## config.mk

```make
export PLATFORM = sky130hd
export DESIGN_NAME = glm_ctrl
export DESIGN_NICKNAME = d
export VERILOG_FILES = /design/src/common/glm_pkg.sv /design/src/core/glm_ctrl.sv
export SDC_FILE = /design/constraint.sdc
export NUM_CORES = 1
export LEC_CHECK = 0
export BUFFER_PORTS_ARGS = -buffer_cell sky130_fd_sc_hd__buf_2
export CAP_MARGIN = 20
export CORE_MARGIN = 2
export CORE_UTILIZATION = 55
export CTS_CLUSTER_DIAMETER = 150
export CTS_CLUSTER_SIZE = 25
export DETAILED_ROUTE_END_ITERATION = 16
export PLACE_DENSITY_LB_ADDON = 0.05
export SLEW_MARGIN = 20
export SYNTH_ARGS = -nofsm -noshare
export SYNTH_HDL_FRONTEND = slang
export SYNTH_SLANG_ARGS = --single-unit
export TNS_END_PERCENT = 10
```

## constraint.sdc

```tcl
create_clock -name clk_i -period 4.3 [get_ports clk_i]
set_clock_uncertainty 0.15 [all_clocks]
set_input_delay 0.43 -clock clk_i [delete_from_list [all_inputs] [get_ports clk_i]]
set_output_delay 0.43 -clock clk_i [all_outputs]
set_load 0.01 [all_outputs]
```

## src/common/glm_pkg.sv

```systemverilog
// Package of constants for the global line mode and impedance control block.
package glm_pkg;
	// ==========================================================================
	// Geometry
	// ==========================================================================
	localparam int unsigned CHANNELS    = 16;
	localparam int unsigned TERM_W      = 3;
	// ==========================================================================
	// Register map (word offsets are byte addresses)
	// ==========================================================================
	localparam logic [7:0] ADDR_STD    = 8'h00;
	localparam logic [7:0] ADDR_TERM   = 8'h04;
	localparam logic [7:0] ADDR_R120   = 8'h08;
	localparam logic [7:0] ADDR_DRV    = 8'h0C;
	localparam logic [7:0] ADDR_STATUS = 8'h10;
	localparam logic [7:0] ADDR_EFFSTD = 8'h14;
	localparam logic [7:0] ADDR_RXZ    = 8'h18;
	// ==========================================================================
	// Status field positions; the status read data puts diff at bit 5 and vcom at bit 4, the reverse of ST_DIFF and ST_VCOM
	// ==========================================================================
	localparam int unsigned ST_OE      = 0;
	localparam int unsigned ST_HWE     = 1;
	localparam int unsigned ST_HW      = 2;
	localparam int unsigned ST_RIM     = 3;
	localparam int unsigned ST_DIFF    = 4;
	localparam int unsigned ST_VCOM    = 5;
	// ==========================================================================
	// Reset values
	// ==========================================================================
	localparam logic [15:0] STD_RST    = 16'h0000;
	localparam logic [15:0] DRV_RST    = 16'hFFFF;
	localparam logic [15:0] R120_RST   = 16'h0000;
	localparam logic [2:0]  TERM_RST   = 3'h0;
	localparam logic [31:0] UNMAPPED   = 32'h0000_0000;
	// Bus state machine encoding.
	typedef enum logic [0:0] {
		GLM_IDLE = 1'b0,
		GLM_DONE = 1'b1
	} glm_bus_t;
endpackage

```

## src/core/glm_ctrl.sv

```systemverilog
// Global line mode, driver enable and receive impedance control with an Avalon-MM slave.
//
// The Avalon-MM register port and the address map were chosen for this implementation.
`timescale 1ns/10ps
module glm_ctrl
	import glm_pkg::*;
(
	// Clock and reset
	input  wire logic                         clk_i,
	input  wire logic                         resetn_i,
	input  wire logic                         ce_i,
	// Static pins from the board
	input  wire logic                         rx_impedance_match_pin_i,
	input  wire logic                         line_driver_enable_pin_i,
	input  wire logic                         hw_standard_select_enable_i,
	input  wire logic                         hw_standard_select_i,
	input  wire logic                         common_mode_output_enable_i,
	input  wire logic                         rx_differential_i,
	// Avalon-MM slave
	input  wire logic [7:0]                   avs_address_i,
	input  wire logic                         avs_read_i,
	input  wire logic                         avs_write_i,
	input  wire logic [31:0]                  avs_writedata_i,
	input  wire logic [3:0]                   avs_byteenable_i,
	output logic      [31:0]                  avs_readdata_o,
	output logic                              avs_waitrequest_o,
	// Line side controls
	output logic      [glm_pkg::CHANNELS-1:0] channel_e1_mode_o,
	output logic      [glm_pkg::CHANNELS-1:0] tx_driver_enable_o,
	output logic      [glm_pkg::CHANNELS-1:0] rx_high_z_o,
	output logic      [glm_pkg::CHANNELS*glm_pkg::TERM_W-1:0] rx_term_select_o,
	output logic      [glm_pkg::CHANNELS-1:0] rx_internal_120ohm_o,
	output logic      [1:0]                   common_mode_outputs_o
);
	import glm_pkg::*;

	// ==========================================================================
	// Pin synchronisers
	// ==========================================================================
	// Pins are static straps but may be toggled by a protection controller.
	logic [5:0] pin_raw;
	logic [5:0] pin_s1_r;
	logic [5:0] pin_s2_r;
	assign pin_raw = {rx_differential_i, common_mode_output_enable_i, rx_impedance_match_pin_i,
		hw_standard_select_i, hw_standard_select_enable_i, line_driver_enable_pin_i};

	always_ff @(posedge clk_i or negedge resetn_i) begin
		if (!resetn_i) begin
			pin_s1_r <= 6'h00;
			pin_s2_r <= 6'h00;
		end else if (ce_i) begin
			pin_s1_r <= pin_raw;
			pin_s2_r <= pin_s1_r;
		end
	end

	logic oe_s, hwe_s, hw_s, rim_s, vcom_s, diff_s;
	assign oe_s   = pin_s2_r[0];
	// Open pins arrive as high through the pad pull-up, so open and high match.
	assign hwe_s  = pin_s2_r[1];
	assign hw_s   = pin_s2_r[2];
	assign rim_s  = pin_s2_r[3];
	assign vcom_s = pin_s2_r[4];
	assign diff_s = pin_s2_r[5];

	// ==========================================================================
	// Registers and bus slave
	// ==========================================================================
	logic [15:0]              std_r, std_nxt;
	logic [15:0]              drv_r, drv_nxt;
	logic [15:0]              r120_r, r120_nxt;
	logic [CHANNELS*TERM_W-1:0] term_r, term_nxt;
	logic [31:0]              rdata_r, rdata_nxt;
	glm_bus_t                 bus_r, bus_nxt;

	function automatic logic [15:0] be_merge(input logic [15:0] old, input logic [31:0] wd,
		input logic [3:0] be);
		logic [15:0] res;
		res = old;
		if (be[0]) res[7:0] = wd[7:0];
		if (be[1]) res[15:8] = wd[15:8];
		return res;
	endfunction

	logic [CHANNELS-1:0] e1_eff;
	logic [CHANNELS-1:0] rxz_eff;
	logic [CHANNELS-1:0] drv_eff;
	logic                rx_ext_only;

	// The request is answered one cycle after it is seen; waitrequest is low then.
	always_comb begin
		std_nxt   = std_r;
		drv_nxt   = drv_r;
		r120_nxt  = r120_r;
		term_nxt  = term_r;
		rdata_nxt = rdata_r;
		bus_nxt   = GLM_IDLE;
		case (bus_r)
			GLM_IDLE: begin
				if (avs_write_i) begin
					bus_nxt = GLM_DONE;
					case (avs_address_i)
						ADDR_STD:  std_nxt  = be_merge(std_r, avs_writedata_i, avs_byteenable_i);
						ADDR_DRV:  drv_nxt  = be_merge(drv_r, avs_writedata_i, avs_byteenable_i);
						ADDR_R120: r120_nxt = be_merge(r120_r, avs_writedata_i, avs_byteenable_i);
						ADDR_TERM: begin
							// Term fields are packed 3 bits per channel, channels 0..9 here.
							for (int b = 0; b < 4; b++) begin
								if (avs_byteenable_i[b])
									for (int k = 0; k < 8; k++)
										if (b*8+k < 30)
											term_nxt[b*8+k] = avs_writedata_i[b*8+k];
							end
						end
						default: ;
					endcase
				end else if (avs_read_i) begin
					bus_nxt = GLM_DONE;
					case (avs_address_i)
						ADDR_STD:    rdata_nxt = {16'h0000, std_r};
						ADDR_DRV:    rdata_nxt = {16'h0000, drv_r};
						ADDR_R120:   rdata_nxt = {16'h0000, r120_r};
						ADDR_TERM:   rdata_nxt = {2'b00, term_r[29:0]};
						ADDR_STATUS: rdata_nxt = {26'h0, diff_s, vcom_s, rim_s, hw_s, hwe_s, oe_s};
						ADDR_EFFSTD: rdata_nxt = {16'h0000, e1_eff};
						ADDR_RXZ:    rdata_nxt = {16'h0000, rxz_eff};
						default:     rdata_nxt = UNMAPPED;
					endcase
				end
			end
			GLM_DONE: bus_nxt = GLM_IDLE;
			default:  bus_nxt = GLM_IDLE;
		endcase
	end

	always_ff @(posedge clk_i or negedge resetn_i) begin
		if (!resetn_i) begin
			std_r   <= STD_RST;
			drv_r   <= DRV_RST;
			r120_r  <= R120_RST;
			term_r  <= '0;
			rdata_r <= 32'h0000_0000;
			bus_r   <= GLM_IDLE;
		end else if (ce_i) begin
			std_r   <= std_nxt;
			drv_r   <= drv_nxt;
			r120_r  <= r120_nxt;
			term_r  <= term_nxt;
			rdata_r <= rdata_nxt;
			bus_r   <= bus_nxt;
		end
	end

	// ==========================================================================
	// Line mode and impedance decisions
	// ==========================================================================
	assign rx_ext_only = diff_s & ~rim_s;

	logic [CHANNELS*TERM_W-1:0] term_eff;
	logic [CHANNELS-1:0]        r120_eff;
	logic [1:0]                 vcom_eff;
	assign vcom_eff = {2{vcom_s}};

	genvar g;
	generate
		for (g = 0; g < CHANNELS; g++) begin : g_ch
			// Hardware pin low selects E1, high or open selects T1/J1.
			assign e1_eff[g]  = hwe_s ? ~hw_s : std_r[g];
			// Driver gate only touches the output stage; register state keeps updating.
			assign drv_eff[g] = oe_s & drv_r[g];
			assign rxz_eff[g] = rx_ext_only;
			// Per-channel settings are masked while only external matching is allowed.
			assign term_eff[g*TERM_W +: TERM_W] = rx_ext_only ? TERM_RST : term_r[g*TERM_W +: TERM_W];
			assign r120_eff[g] = rx_ext_only ? 1'b0 : r120_r[g];
		end
	endgenerate

	always_ff @(posedge clk_i or negedge resetn_i) begin
		if (!resetn_i) begin
			channel_e1_mode_o     <= '0;
			tx_driver_enable_o    <= '0;
			rx_high_z_o           <= '0;
			rx_term_select_o      <= '0;
			rx_internal_120ohm_o  <= '0;
			common_mode_outputs_o <= 2'h0;
			avs_readdata_o        <= 32'h0000_0000;
			avs_waitrequest_o     <= 1'b1;
		end else if (ce_i) begin
			channel_e1_mode_o     <= e1_eff;
			tx_driver_enable_o    <= drv_eff;
			rx_high_z_o           <= rxz_eff;
			rx_term_select_o      <= term_eff;
			rx_internal_120ohm_o  <= r120_eff;
			common_mode_outputs_o <= vcom_eff;
			avs_readdata_o        <= rdata_nxt;
			avs_waitrequest_o     <= ~(bus_r == GLM_IDLE && (avs_read_i || avs_write_i));
		end
	end
endmodule

```

## Yosys cells after proc, flatten, opt, wreduce, memory -nomap -nowiden

Cells that the tools add are included.

| word-level totals | value |
|---|---|
| flip-flop bits (word level) | 204 |
| input bits | 55 |
| output and inout bits | 147 |
| word-level logic and storage cells | 112 |

| cells by class | value |
|---|---|
| equality and inequality tests | 6 |
| mux-type cells | 49 |
| bitwise logic cells | 22 |
| reductions and logical operators | 14 |

Operators with widths:

| kind | number |
|---|---|
| one-hot mux 30 bit (7 select lines) | 1 |
| 2-to-1 mux 32 bit | 3 |
| AND reduction 5 bit | 10 |
| 2-to-1 mux 1 bit | 34 |
| 2-to-1 mux 3 bit | 10 |
| == test 8 x 5 -> 1 bit, second input constant | 3 |
| AND 1 bit | 17 |
| == test 8 x 4 -> 1 bit, second input constant | 2 |
| == test 8 x 3 -> 1 bit, second input constant | 1 |
| zero test 8 bit | 1 |
| NOT 1 bit | 5 |
| AND reduction 4 bit | 1 |
| one-hot mux 1 bit (2 select lines) | 1 |
| logical AND 1 bit | 1 |
| logical OR 1 bit | 1 |

## Logic depth before layout (Yosys ltp)

Gate-level depths: netlist of the first run.

| logic depth | value |
|---|---|
| depth in word-level cells | 6 |
| mapped depth | 8 |
| depth with buffers taken out | 5 |

## Worst setup path after synthesis of the first run

OpenSTA, ideal clock, no wires.

| timing | value |
|---|---|
| path kind | input-to-reg |
| from | input port avs_address_i[2] |
| to | register r120_r[0] |
| library setup time | 125 ps |
| arrival time | 1725 ps |
| data required time | 4025 ps |
| slack | 2301 ps |
| stages on the path | 6 |
| path buffers | 2 |
| path through | buf_2 nor2b_1 clkbuf_1 nand2_1 nor2_4 mux2_2 |

| on the way | value |
|---|---|
| word-level cells in the longest chain between the ends | 2 |

Ends and longest elaborated chain:

| element | line | text |
|---|---|---|
| start: declaration | glm_ctrl.sv:20 | `input wire logic [7:0] avs_address_i,` |
| == test 8 x 4 -> 1 bit | glm_ctrl.sv:102 | `case (avs_address_i)` |
| AND reduction 5 bit (no source line) | n/a |  |
| end signal: assignment | glm_ctrl.sv:147 | `r120_r <= r120_nxt;` |
| end: declaration | glm_ctrl.sv:71 | `logic [15:0] r120_r, r120_nxt;` |

No other way between the ends.
A chain may end at the register's enable or synchronous reset.

## Worst setup path after layout of the first run

| timing | value |
|---|---|
| from | register bus_r |
| to | register avs_readdata_o[28] |

| on the way | value |
|---|---|
| word-level cells in the longest chain between the ends | 2 |

Ends and longest elaborated chain:

| element | line | text |
|---|---|---|
| start: declaration | glm_ctrl.sv:74 | `glm_bus_t bus_r, bus_nxt;` |
| start signal: assignment | glm_ctrl.sv:150 | `bus_r <= bus_nxt;` |
| NOT 1 bit (no source line) | n/a |  |
| AND reduction 4 bit (no source line) | n/a |  |
| end signal: assignment | glm_ctrl.sv:195 | `avs_readdata_o <= rdata_nxt;` |
| end: declaration | glm_ctrl.sv:25 | `output logic [31:0] avs_readdata_o,` |

No other way between the ends.

==> results.toml, run 1 <==
[floorplan]
ioPinCount = 202
die_height_um = 132
initial_core_util_pct = 56.5
design.core.area_um2 = 16000
fp.dieArea_um2 = 17500
dieWidth_um = 132
core.rowCount = 46

[place]
placedInstanceArea_um2 = 9900
placedCellCount = 1135
place_hpwl_mm = 16.3
io_buffer_count = 179
gp_congestion = 0.926

[drt]
route.detailed.drc = 0
dr.pass1.iters = 5
detail-route-antenna-nets = 0
drt_iter0_markers = 433
routed_via_density = 5.76
vias = 6668
wl_per_cell_um = 19.9
wirelength_mm = 23.1

[timing]
fin_crit_sh_pct = 66.1
relSlewSlack_pct = 28.0
fmax_ghz = 0.352
min_period_ns = 2.84
setup_viol = 0
tightest_slew_ns = 1.08
slew_viol_final = 0
rsz0062_at_grt = "no"
hold-worst-slack_ns = 0.0128
hold_viol_final = 0
fin_setup_tns_ns = 0

[clock_tree]
clk_pin_slew_worst_paths_ns = 0.10
clock_latency_ns = 0.48
clockBufferDepth = 3
cts_sinks = 202
h-tree-depth = 1
cts_tree = "yes"
cts_resized = 0
cts_made_buffers = 12
cts_root_buf = "clkbuf_16"

[synthesis]
ys_warn_count = 0
ys_ff_latch = 202
seq_area_frac_synth_pct = 56.1
synthCells = 792
netlist_area_um2 = 9040
yosysUniqueCellTypes = 53
avgSynthCellArea_um2 = 11.4
synth-edff-count = 0
ys.flop_type = "dfrtp_1"
async_flop_share_pct = 100

[critical_path]
critPathCaptureType = "flop"
crit_path_start_kind = "flop"
critPathRequiredTime_ns = 4.55
cp.arrival_ns = 3.10
crit_fanout = 23
crit_type = "reg2reg"

[power_and_ir_drop]
p_per_area_nw_per_um2 = 349
leakage_nw = 5.04
p_sw_mw = 0.939
power.internal_mw = 2.66
p_clk_share_pct = 33.6
swShare_pct = 26.1
p_comb_share_pct = 10.7
ir_drop_v = 0.000335
p_seq_share_pct = 55.7

[cells_and_area]
area_growth_syn_to_layout_pct = 13.9
final_nets = 991
stdcell_area_um2 = 10300
fill_cells = 1351
utilization_pct = 64.4
instances_no_fill = 1157
insertedDiodeCount = 0
layout-drive-gt1-share_pct = 37.1

[grt]
grt_pass1_vias = 6781
grt_start_max_net_pins = 92
grt_pass1_wl_mm = 36.3
antenna_found_initial = 0
grt-ovfl-total = 0
grt_usage_pct = 26.1

[run]
maxCapViolations = 0

[run_status]
status = "completed"

[hold_path]
hp-class = "in2reg"
-- flip-flops by register name (all words and copies together), names as in the netlist, 16 cells and up --
signal                cells
avs_readdata_o           30
channel_e1_mode_o        16
drv_r                    16
r120_r                   16
rx_internal_120ohm_o     16
rx_term_select_o         30
std_r                    16
term_r                   30
tx_driver_enable_o       16
-- layer usage --
layer  wire length [um]  up-vias  share of wire (%)  GRT usage [%]
met3               1290       61                5.6           2.81
li1                   -     3005                  -              -
met5                  0        -                  0              0
met2              11300      262                 49           43.9
met1               9620     3340                 42           35.2
met4                855        0                3.7           10.0
-- logic make-up after synthesis --
kind of cell,share of synthesized area (%)
flip-flops,56.1
multiplexers,14.6
other,0.0415
buffers and inverters,7.87
AO/OA/AOI/OAI,12.0
AND/OR/NAND/NOR,9.35
-- per-stage QoR --
| step | worst slack, ns | power (mW) |
|---|---|---|
| after floorplan | 2.30 | 2.28 |
| after global placement | 1.35 | 2.42 |
| after detailed placement | 1.23 | 2.43 |
| after CTS | 1.29 | 3.63 |
| after global routing | 1.32 | 3.74 |
| final | 1.46 | 3.60 |
-- power groups by stage --
stage / Combinational, mW / Sequential (mW) / Clock (mW)
after detailed placement: 0.385 / 2.04 / 0
after floorplan: 0.241 / 2.04 / 0
after global routing: 0.420 / 2.01 / 1.31
after CTS: 0.387 / 2.00 / 1.24
after global placement: 0.378 / 2.04 / 0
final: 0.384 / 2.00 / 1.21
-- layout by cell type, fill, tap and decap left out, types with 3 or more instances in the layout --
master	instances
a2111oi_0	3
a21o_1	7
a21oi_1	26
a221o_1	11
a22o_1	16
a22oi_1	15
buf_2	177
buf_4	14
clkbuf_1	5
clkbuf_16	13
conb_1	20
dfrtp_1	185
dfstp_2	17
inv_1	64
mux2_2	103
mux2i_1	13
nand2_1	20
nand2_2	5
nand3_1	66
nor2_1	24
nor2_2	5
nor2_4	4
nor2b_1	6
nor3_1	5
o21ai_0	73
o22ai_1	10
-- final timing paths --
check                                         from                                 to  slack (ns)  cells after the start
max                              bus_r$_DFFE_PN0P_     avs_readdata_o[28]$_DFFE_PN0P_        1.46                      6
min                            avs_writedata_i[17]             term_r[17]$_DFFE_PN0P_        0.01                      2
max reg2reg                      bus_r$_DFFE_PN0P_     avs_readdata_o[28]$_DFFE_PN0P_        1.46                      6
min reg2reg                pin_s1_r[2]$_DFFE_PN0P_            pin_s2_r[2]$_DFFE_PN0P_        0.35                      1
max in group asynchronous                 resetn_i               drv_r[4]$_DFFE_PN1P_        2.54                      3
min in group asynchronous                 resetn_i  channel_e1_mode_o[11]$_DFFE_PN0P_        0.41                      2
-- cell usage after synthesis, drive strengths merged (3+ instances only) --
master	n	area [um^2]
mux2	104	1170
inv	64	240
o21ai	74	370
dfstp	17	447
nor4b	3	47.5
a2111oi	3	26.3
a221o	11	110
a21oi	26	130
mux2i	13	130
a21o	7	52.6
nor2	33	166
dfrtp	185	4630
nand2	25	106
buf	53	362
nor3	6	35.0
nor2b	6	37.5
o22ai	10	62.6
nand3	68	350
a22o	16	140
clkbuf	29	110
a22oi	15	113
-- worst max-delay path, stage by stage (launching register included) --
cell      delay, ns
dfrtp_1        0.39
and2b_1        0.24
nand3b_1       0.56
buf_4          0.47
nor2_1         0.54
buf_4          0.28
a22o_1         0.14
-- timing repair --
| action | in CTS | in global routing |
|---|---|---|
| endpoints found under the hold margin | 81 | 0 |
| setup buffers | 0 | 0 |
| hold buffers | 1 | 0 |
-- layout make-up --
type / count / area [um^2] / share of cell area (%)
flip-flops and latches: 202 / 5080 / 49.3
well taps: 216 / 270 / 2.62
repair buffers: 193 / 1010 / 9.85
clock inverters: 1 / 30.0 / 0.291
clock buffers: 18 / 344 / 3.34
multi-input cells: 463 / 3330 / 32.3
inverters: 64 / 240 / 2.33
(Power assumes the default switching activity.)
==> run 2: changes to the inputs <==
CORE_UTILIZATION = 54   (was 55)
clock period = 2.8 ns   (was 4.3 ns; I/O delays follow)
==> run 2 against run 1 <==
Total power is 55% higher. Cell area is 4.7% higher. Hold slack better by 0.096 ns. Critical endpoint is now avs_readdata_o[13]$_DFFE_PN0P_.
==> results.toml, run 2 (same netlist as run 1, synthesis figures left out) <==
[cells_and_area]
utilization_pct = 65.5
seq_area_um2 = 5080
layout_commonest_cell = "dfrtp_1"
largestRegisters = "avs_readdata_o: 30 flops, rx_term_select_o: 30 flops, term_r: 30 flops"
final_nets = 1037
area_growth_syn_to_layout_pct = 19.3
final_cell_mix = "dfrtp_1 (185), buf_2 (177), mux2_2 (103)"
fill_cells = 1328
layout-drive-gt1-share_pct = 36.1
multiInputGateArea_um2 = 3330
insertedDiodeCount = 0

[drt]
drt_iter0_markers = 507
vias = 6775
wirelength_mm = 23.8
detail-route-antenna-nets = 0
routed_via_density = 5.61
route.detailed.drc = 0
wl_per_cell_um = 19.7
dr.pass1.iters = 5

[critical_path]
r2r-start = "bus_r$_DFFE_PN0P_"
worst-r2r-setup-slack_ns = 0.45
crit_type = "reg2reg"
cp.arrival_ns = 2.62
r2r_end = "avs_readdata_o[13]$_DFFE_PN0P_"
crit_fanout = 27
critPathCaptureType = "flop"
crit_path_start_kind = "flop"
critPathRequiredTime_ns = 3.07
rr_worst_depth = 5

[grt]
grt_usage_pct = 26.7
antenna_found_initial = 0
grt_start_max_net_pins = 167
grt_pass1_vias = 6910
grt_pass1_wl_mm = 37.5
grt-ovfl-total = 0

[timing]
rsz0062_at_grt = "no"
hold-worst-slack_ns = 0.109
fmax_ghz = 0.425
relSlewSlack_pct = 45.3
hold_viol_final = 0
fin_setup_tns_ns = 0
min_period_ns = 2.35
setup_viol = 0
tightest_slew_ns = 0.821
slew_viol_final = 0
fin_crit_sh_pct = 84.0
setup_ws_ns = 0.448

[floorplan]
ioPinCount = 202
initial_core_util_pct = 54.9
die_height_um = 133
design.core.area_um2 = 16500
fp.dieArea_um2 = 17800
core.rowCount = 47
dieWidth_um = 133

[clock_tree]
cts_tree = "yes"
clockBufferDepth = 3
h-tree-depth = 1
post_cts_buffers = 0
clk_pin_slew_worst_paths_ns = 0.10
cts_made_buffers = 12
cts_root_buf = "clkbuf_16"
cts_sinks = 202
clock_latency_ns = 0.48

[place]
pre_cts_slack_ns = 0.517
gp_congestion = 0.908
place_hpwl_mm = 16.3
io_buffer_count = 179

[run]
maxCapViolations = 0

[hold_path]
hp-class = "in2reg"
holdPathEnd = "avs_readdata_o[1]$_DFFE_PN0P_"
min_from = "avs_address_i[0]"
holdPathStages = 4

[power_and_ir_drop]
p_total_mw = 5.59
ir_drop_v = 0.000401
leakage_nw = 5.25
p_per_area_nw_per_um2 = 518

[run_status]
status = "completed"
## run 2: cell types whose count changed in the layout (fill, tap and decap cells not counted)
cell	previous run	this run
buf_12	0	3
clkbuf_1	5	6
dlygate4sd3_1	1	39
buf_4	14	19
## run 2: area by class of cell
| cell class | count | share of cell area [%] |
|---|---|---|
| Multi-Input combinational cell | 463 | 30.8 |
| Timing Repair Buffer | 239 | 13.8 |
| Inverter | 64 | 2.23 |
| Clock inverter | 1 | 0.278 |
| Sequential cell | 202 | 47.0 |
| Clock buffer | 19 | 3.22 |
| Tap cell | 220 | 2.55 |
## run 2: metal layers
| layer | global-route usage, % | part of all wire, % | up-vias |
|---|---|---|---|
| met5 | 0 | 0 | - |
| met4 | 8.22 | 2.8 | 0 |
| met3 | 3.77 | 5.2 | 54 |
| met2 | 44.7 | 49 | 250 |
| met1 | 36.5 | 43 | 3379 |
| li1 | - | - | 3092 |
## run 2: what timing repair did
item / in CTS / in global routing
hold buffers: 39 / 0
gates resized for setup: 0 / 0
endpoints found under the hold margin: 139 / 0
## run 2: power breakdown
part / switching (mW) / internal, mW / leakage (nW)
combinational: 0.404 / 0.247 / 2.37
sequential: 0.0775 / 3.00 / 2.70
clock: 0.975 / 0.887 / 0.179
## run 2: worst max-delay path by stage
stage	from	end	slack [ns]	cells past startpoint
after CTS	bus_r$_DFFE_PN0P_	avs_readdata_o[13]$_DFFE_PN0P_	0.49	5
after floorplan	avs_address_i[2]	r120_r[0]$_DFFE_PN0P_	0.95	6
after global routing	bus_r$_DFFE_PN0P_	avs_readdata_o[13]$_DFFE_PN0P_	0.14	5
after detailed placement	avs_address_i[4]	avs_readdata_o[5]$_DFFE_PN0P_	0.52	6
final	bus_r$_DFFE_PN0P_	avs_readdata_o[13]$_DFFE_PN0P_	0.45	5
after global placement	avs_address_i[4]	term_r[2]$_DFFE_PN0P_	0.57	6
## run 2: worst max-delay path: stages (launching register included)
cell       delay, ns
dfrtp_1         0.39
and2b_1         0.24
nand3b_1        0.42
buf_4           0.43
a2111oi_0       0.48
a221o_1         0.18
## run 2: through the flow
stage	std cells	area [um^2]
after detailed placement	1149	10000
after CTS	1208	10800
final	1208	10800
after global placement	1149	10000
after global routing	1208	10800
after floorplan	811	9110
==> run 3: changes to the inputs <==
CORE_UTILIZATION = 49   (was 54)
clock period = 2.1 ns   (was 2.8 ns; I/O delays follow)
==> run 3 against run 2 <==
First-iteration DRC count down 19%. Core utilization down 4.9 points. Total power up 34%. Sequential power up 33%. Register-to-register slack worse by 0.38 ns. Clock power up 34%. Combinational power up 41%. Via count up 0.65%. Critical endpoint unchanged. Setup slack worse by 0.38 ns. Die area up 9.9%. Flip-flop and latch count unchanged. Hold slack worse by 0.026 ns.
==> results.toml, run 3 (same netlist as run 1, synthesis figures left out) <==
[drt]
wl_met3_mm = 1.19
detail-route-antenna-nets = 0
highest-signal-layer = "met4"
drt_iter0_markers = 410
route.detailed.drc = 0
routed_via_density = 5.54
dr.pass1.iters = 5
wl_met2_mm = 12.2
vias = 6819
drt-met1-wl_mm = 10.2
wl_per_cell_um = 19.7
wirelength_mm = 24.2

[floorplan]
design.core.area_um2 = 18000
initial_core_util_pct = 50.2
die_height_um = 140
ioPinCount = 202
dieWidth_um = 140
fp.dieArea_um2 = 19600
core.rowCount = 49

[hold_path]
hp-class = "in2reg"
min_from = "avs_byteenable_i[2]"
holdPathEnd = "term_r[17]$_DFFE_PN0P_"
holdPathStages = 3

[critical_path]
cp_slowest_cell = "inv_1"
r2r_end = "avs_readdata_o[13]$_DFFE_PN0P_"
crit_path_cell_trace = "inv_1 > a21oi_1 > a2111oi_0 > a221o_1"
crit_fanout = 16
critPathCaptureType = "flop"
crit_path_start_kind = "flop"
max_stage_delay_ns = 0.49
rr_worst_depth = 4
critPathRequiredTime_ns = 2.37
r2r-start = "pin_s2_r[1]$_DFFE_PN0P_"
cp.arrival_ns = 2.30
worst-r2r-setup-slack_ns = 0.06
crit_type = "reg2reg"

[power_and_ir_drop]
leakage_nw = 5.32
ir_drop_v = 0.000670
p_per_area_nw_per_um2 = 687

[cells_and_area]
layout_commonest_cell = "dfrtp_1"
utilization_pct = 60.6
largestRegisters = "avs_readdata_o: 30 flops, rx_term_select_o: 30 flops, term_r: 30 flops"
final_cell_mix = "dfrtp_1 (185), buf_2 (177), mux2_2 (103)"
area_growth_syn_to_layout_pct = 20.9
final_nets = 1050
layout-drive-gt1-share_pct = 37.1

[clock_tree]
clockBufferDepth = 3
post_cts_buffers = 0
cts_made_buffers = 12
clock_latency_ns = 0.48
clk_pin_slew_worst_paths_ns = 0.11
cts_sinks = 202
cts_root_buf = "clkbuf_16"
h-tree-depth = 1
cts_tree = "yes"

[timing]
relSlewSlack_pct = 55.8
fin_crit_sh_pct = 96.9
tightest_slew_ns = 0.663
fmax_ghz = 0.491
min_period_ns = 2.04
setup_viol = 0
slew_viol_final = 0
fin_setup_tns_ns = 0
rsz0062_at_grt = "yes"
hold_viol_final = 0
setup_ws_ns = 0.0642

[place]
pre_cts_slack_ns = 0.0199
place_hpwl_mm = 17.1
gp_congestion = 0.996
io_buffer_count = 179

[grt]
grt-ovfl-total = 0
grt_start_max_net_pins = 167
grt_usage_pct = 24.7
antenna_found_initial = 1
grt_pass1_vias = 7019
grt_pass1_wl_mm = 38.4

[run_status]
status = "completed"

[run]
maxCapViolations = 0
[run 3: final cells by class]
cell class              instances  area (um^2)
diodes                          1         2.50
clock buffers                  19          348
clock inverters                 1         30.0
fillers                      1580         7100
inverters                      64          240
multi-input cells             463         3330
flip-flops and latches        202         5080
well taps                     229          287
repair buffers                252         1620
[run 3: power breakdown]
group | total (mW) | switching (mW) | internal (mW)
Combinational | 0.918 | 0.561 | 0.357
Sequential | 4.09 | 0.0849 | 4.00
Clock | 2.50 | 1.32 | 1.18
[run 3: how the worst max path moves through the flow]
stage	start	to	depth (start not counted)
2_1_floorplan	avs_address_i[2]	r120_r[0]$_DFFE_PN0P_	6
3_3_place_gp	avs_address_i[4]	avs_readdata_o[5]$_DFFE_PN0P_	8
3_5_place_dp	avs_address_i[4]	avs_readdata_o[11]$_DFFE_PN0P_	7
4_1_cts	bus_r$_DFFE_PN0P_	avs_readdata_o[10]$_DFFE_PN0P_	5
5_1_grt	bus_r$_DFFE_PN0P_	avs_readdata_o[1]$_DFFE_PN0P_	5
6_report	pin_s2_r[1]$_DFFE_PN0P_	avs_readdata_o[13]$_DFFE_PN0P_	4
[run 3: per-layer routing]
| layer | global-route usage (%) | vias to the layer above |
|---|---|---|
| li1 | - | 3133 |
| met1 | 33.5 | 3395 |
| met2 | 42.2 | 236 |
| met3 | 2.55 | 55 |
| met4 | 7.32 | 0 |
| met5 | 0 | - |
[run 3: worst max-delay path: cells and delay by family (launching register included)]
kind / cells / cell delay (ns)
AOI/OAI and AO/OA: 3 / 0.90
DFF: 1 / 0.44
buffers and inverters: 1 / 0.49
[run 3: timing repair]
action,in CTS,in global routing
endpoints found under the hold margin,274,0
hold buffers,39,0
setup endpoints to repair,0,9
gates resized for setup,0,2
[run 3: metrics by stage]
step	hold WS (ns)	power, mW	instance area, um^2	cells
detailed placement	0.0454	5.03	10200	1171
floorplan	-0.236	4.67	9110	811
CTS	0.0743	7.58	10900	1230
global route	0.0931	7.82	10900	1231
global placement	0.0397	5.00	10200	1171
finish	0.0833	7.51	10900	1231
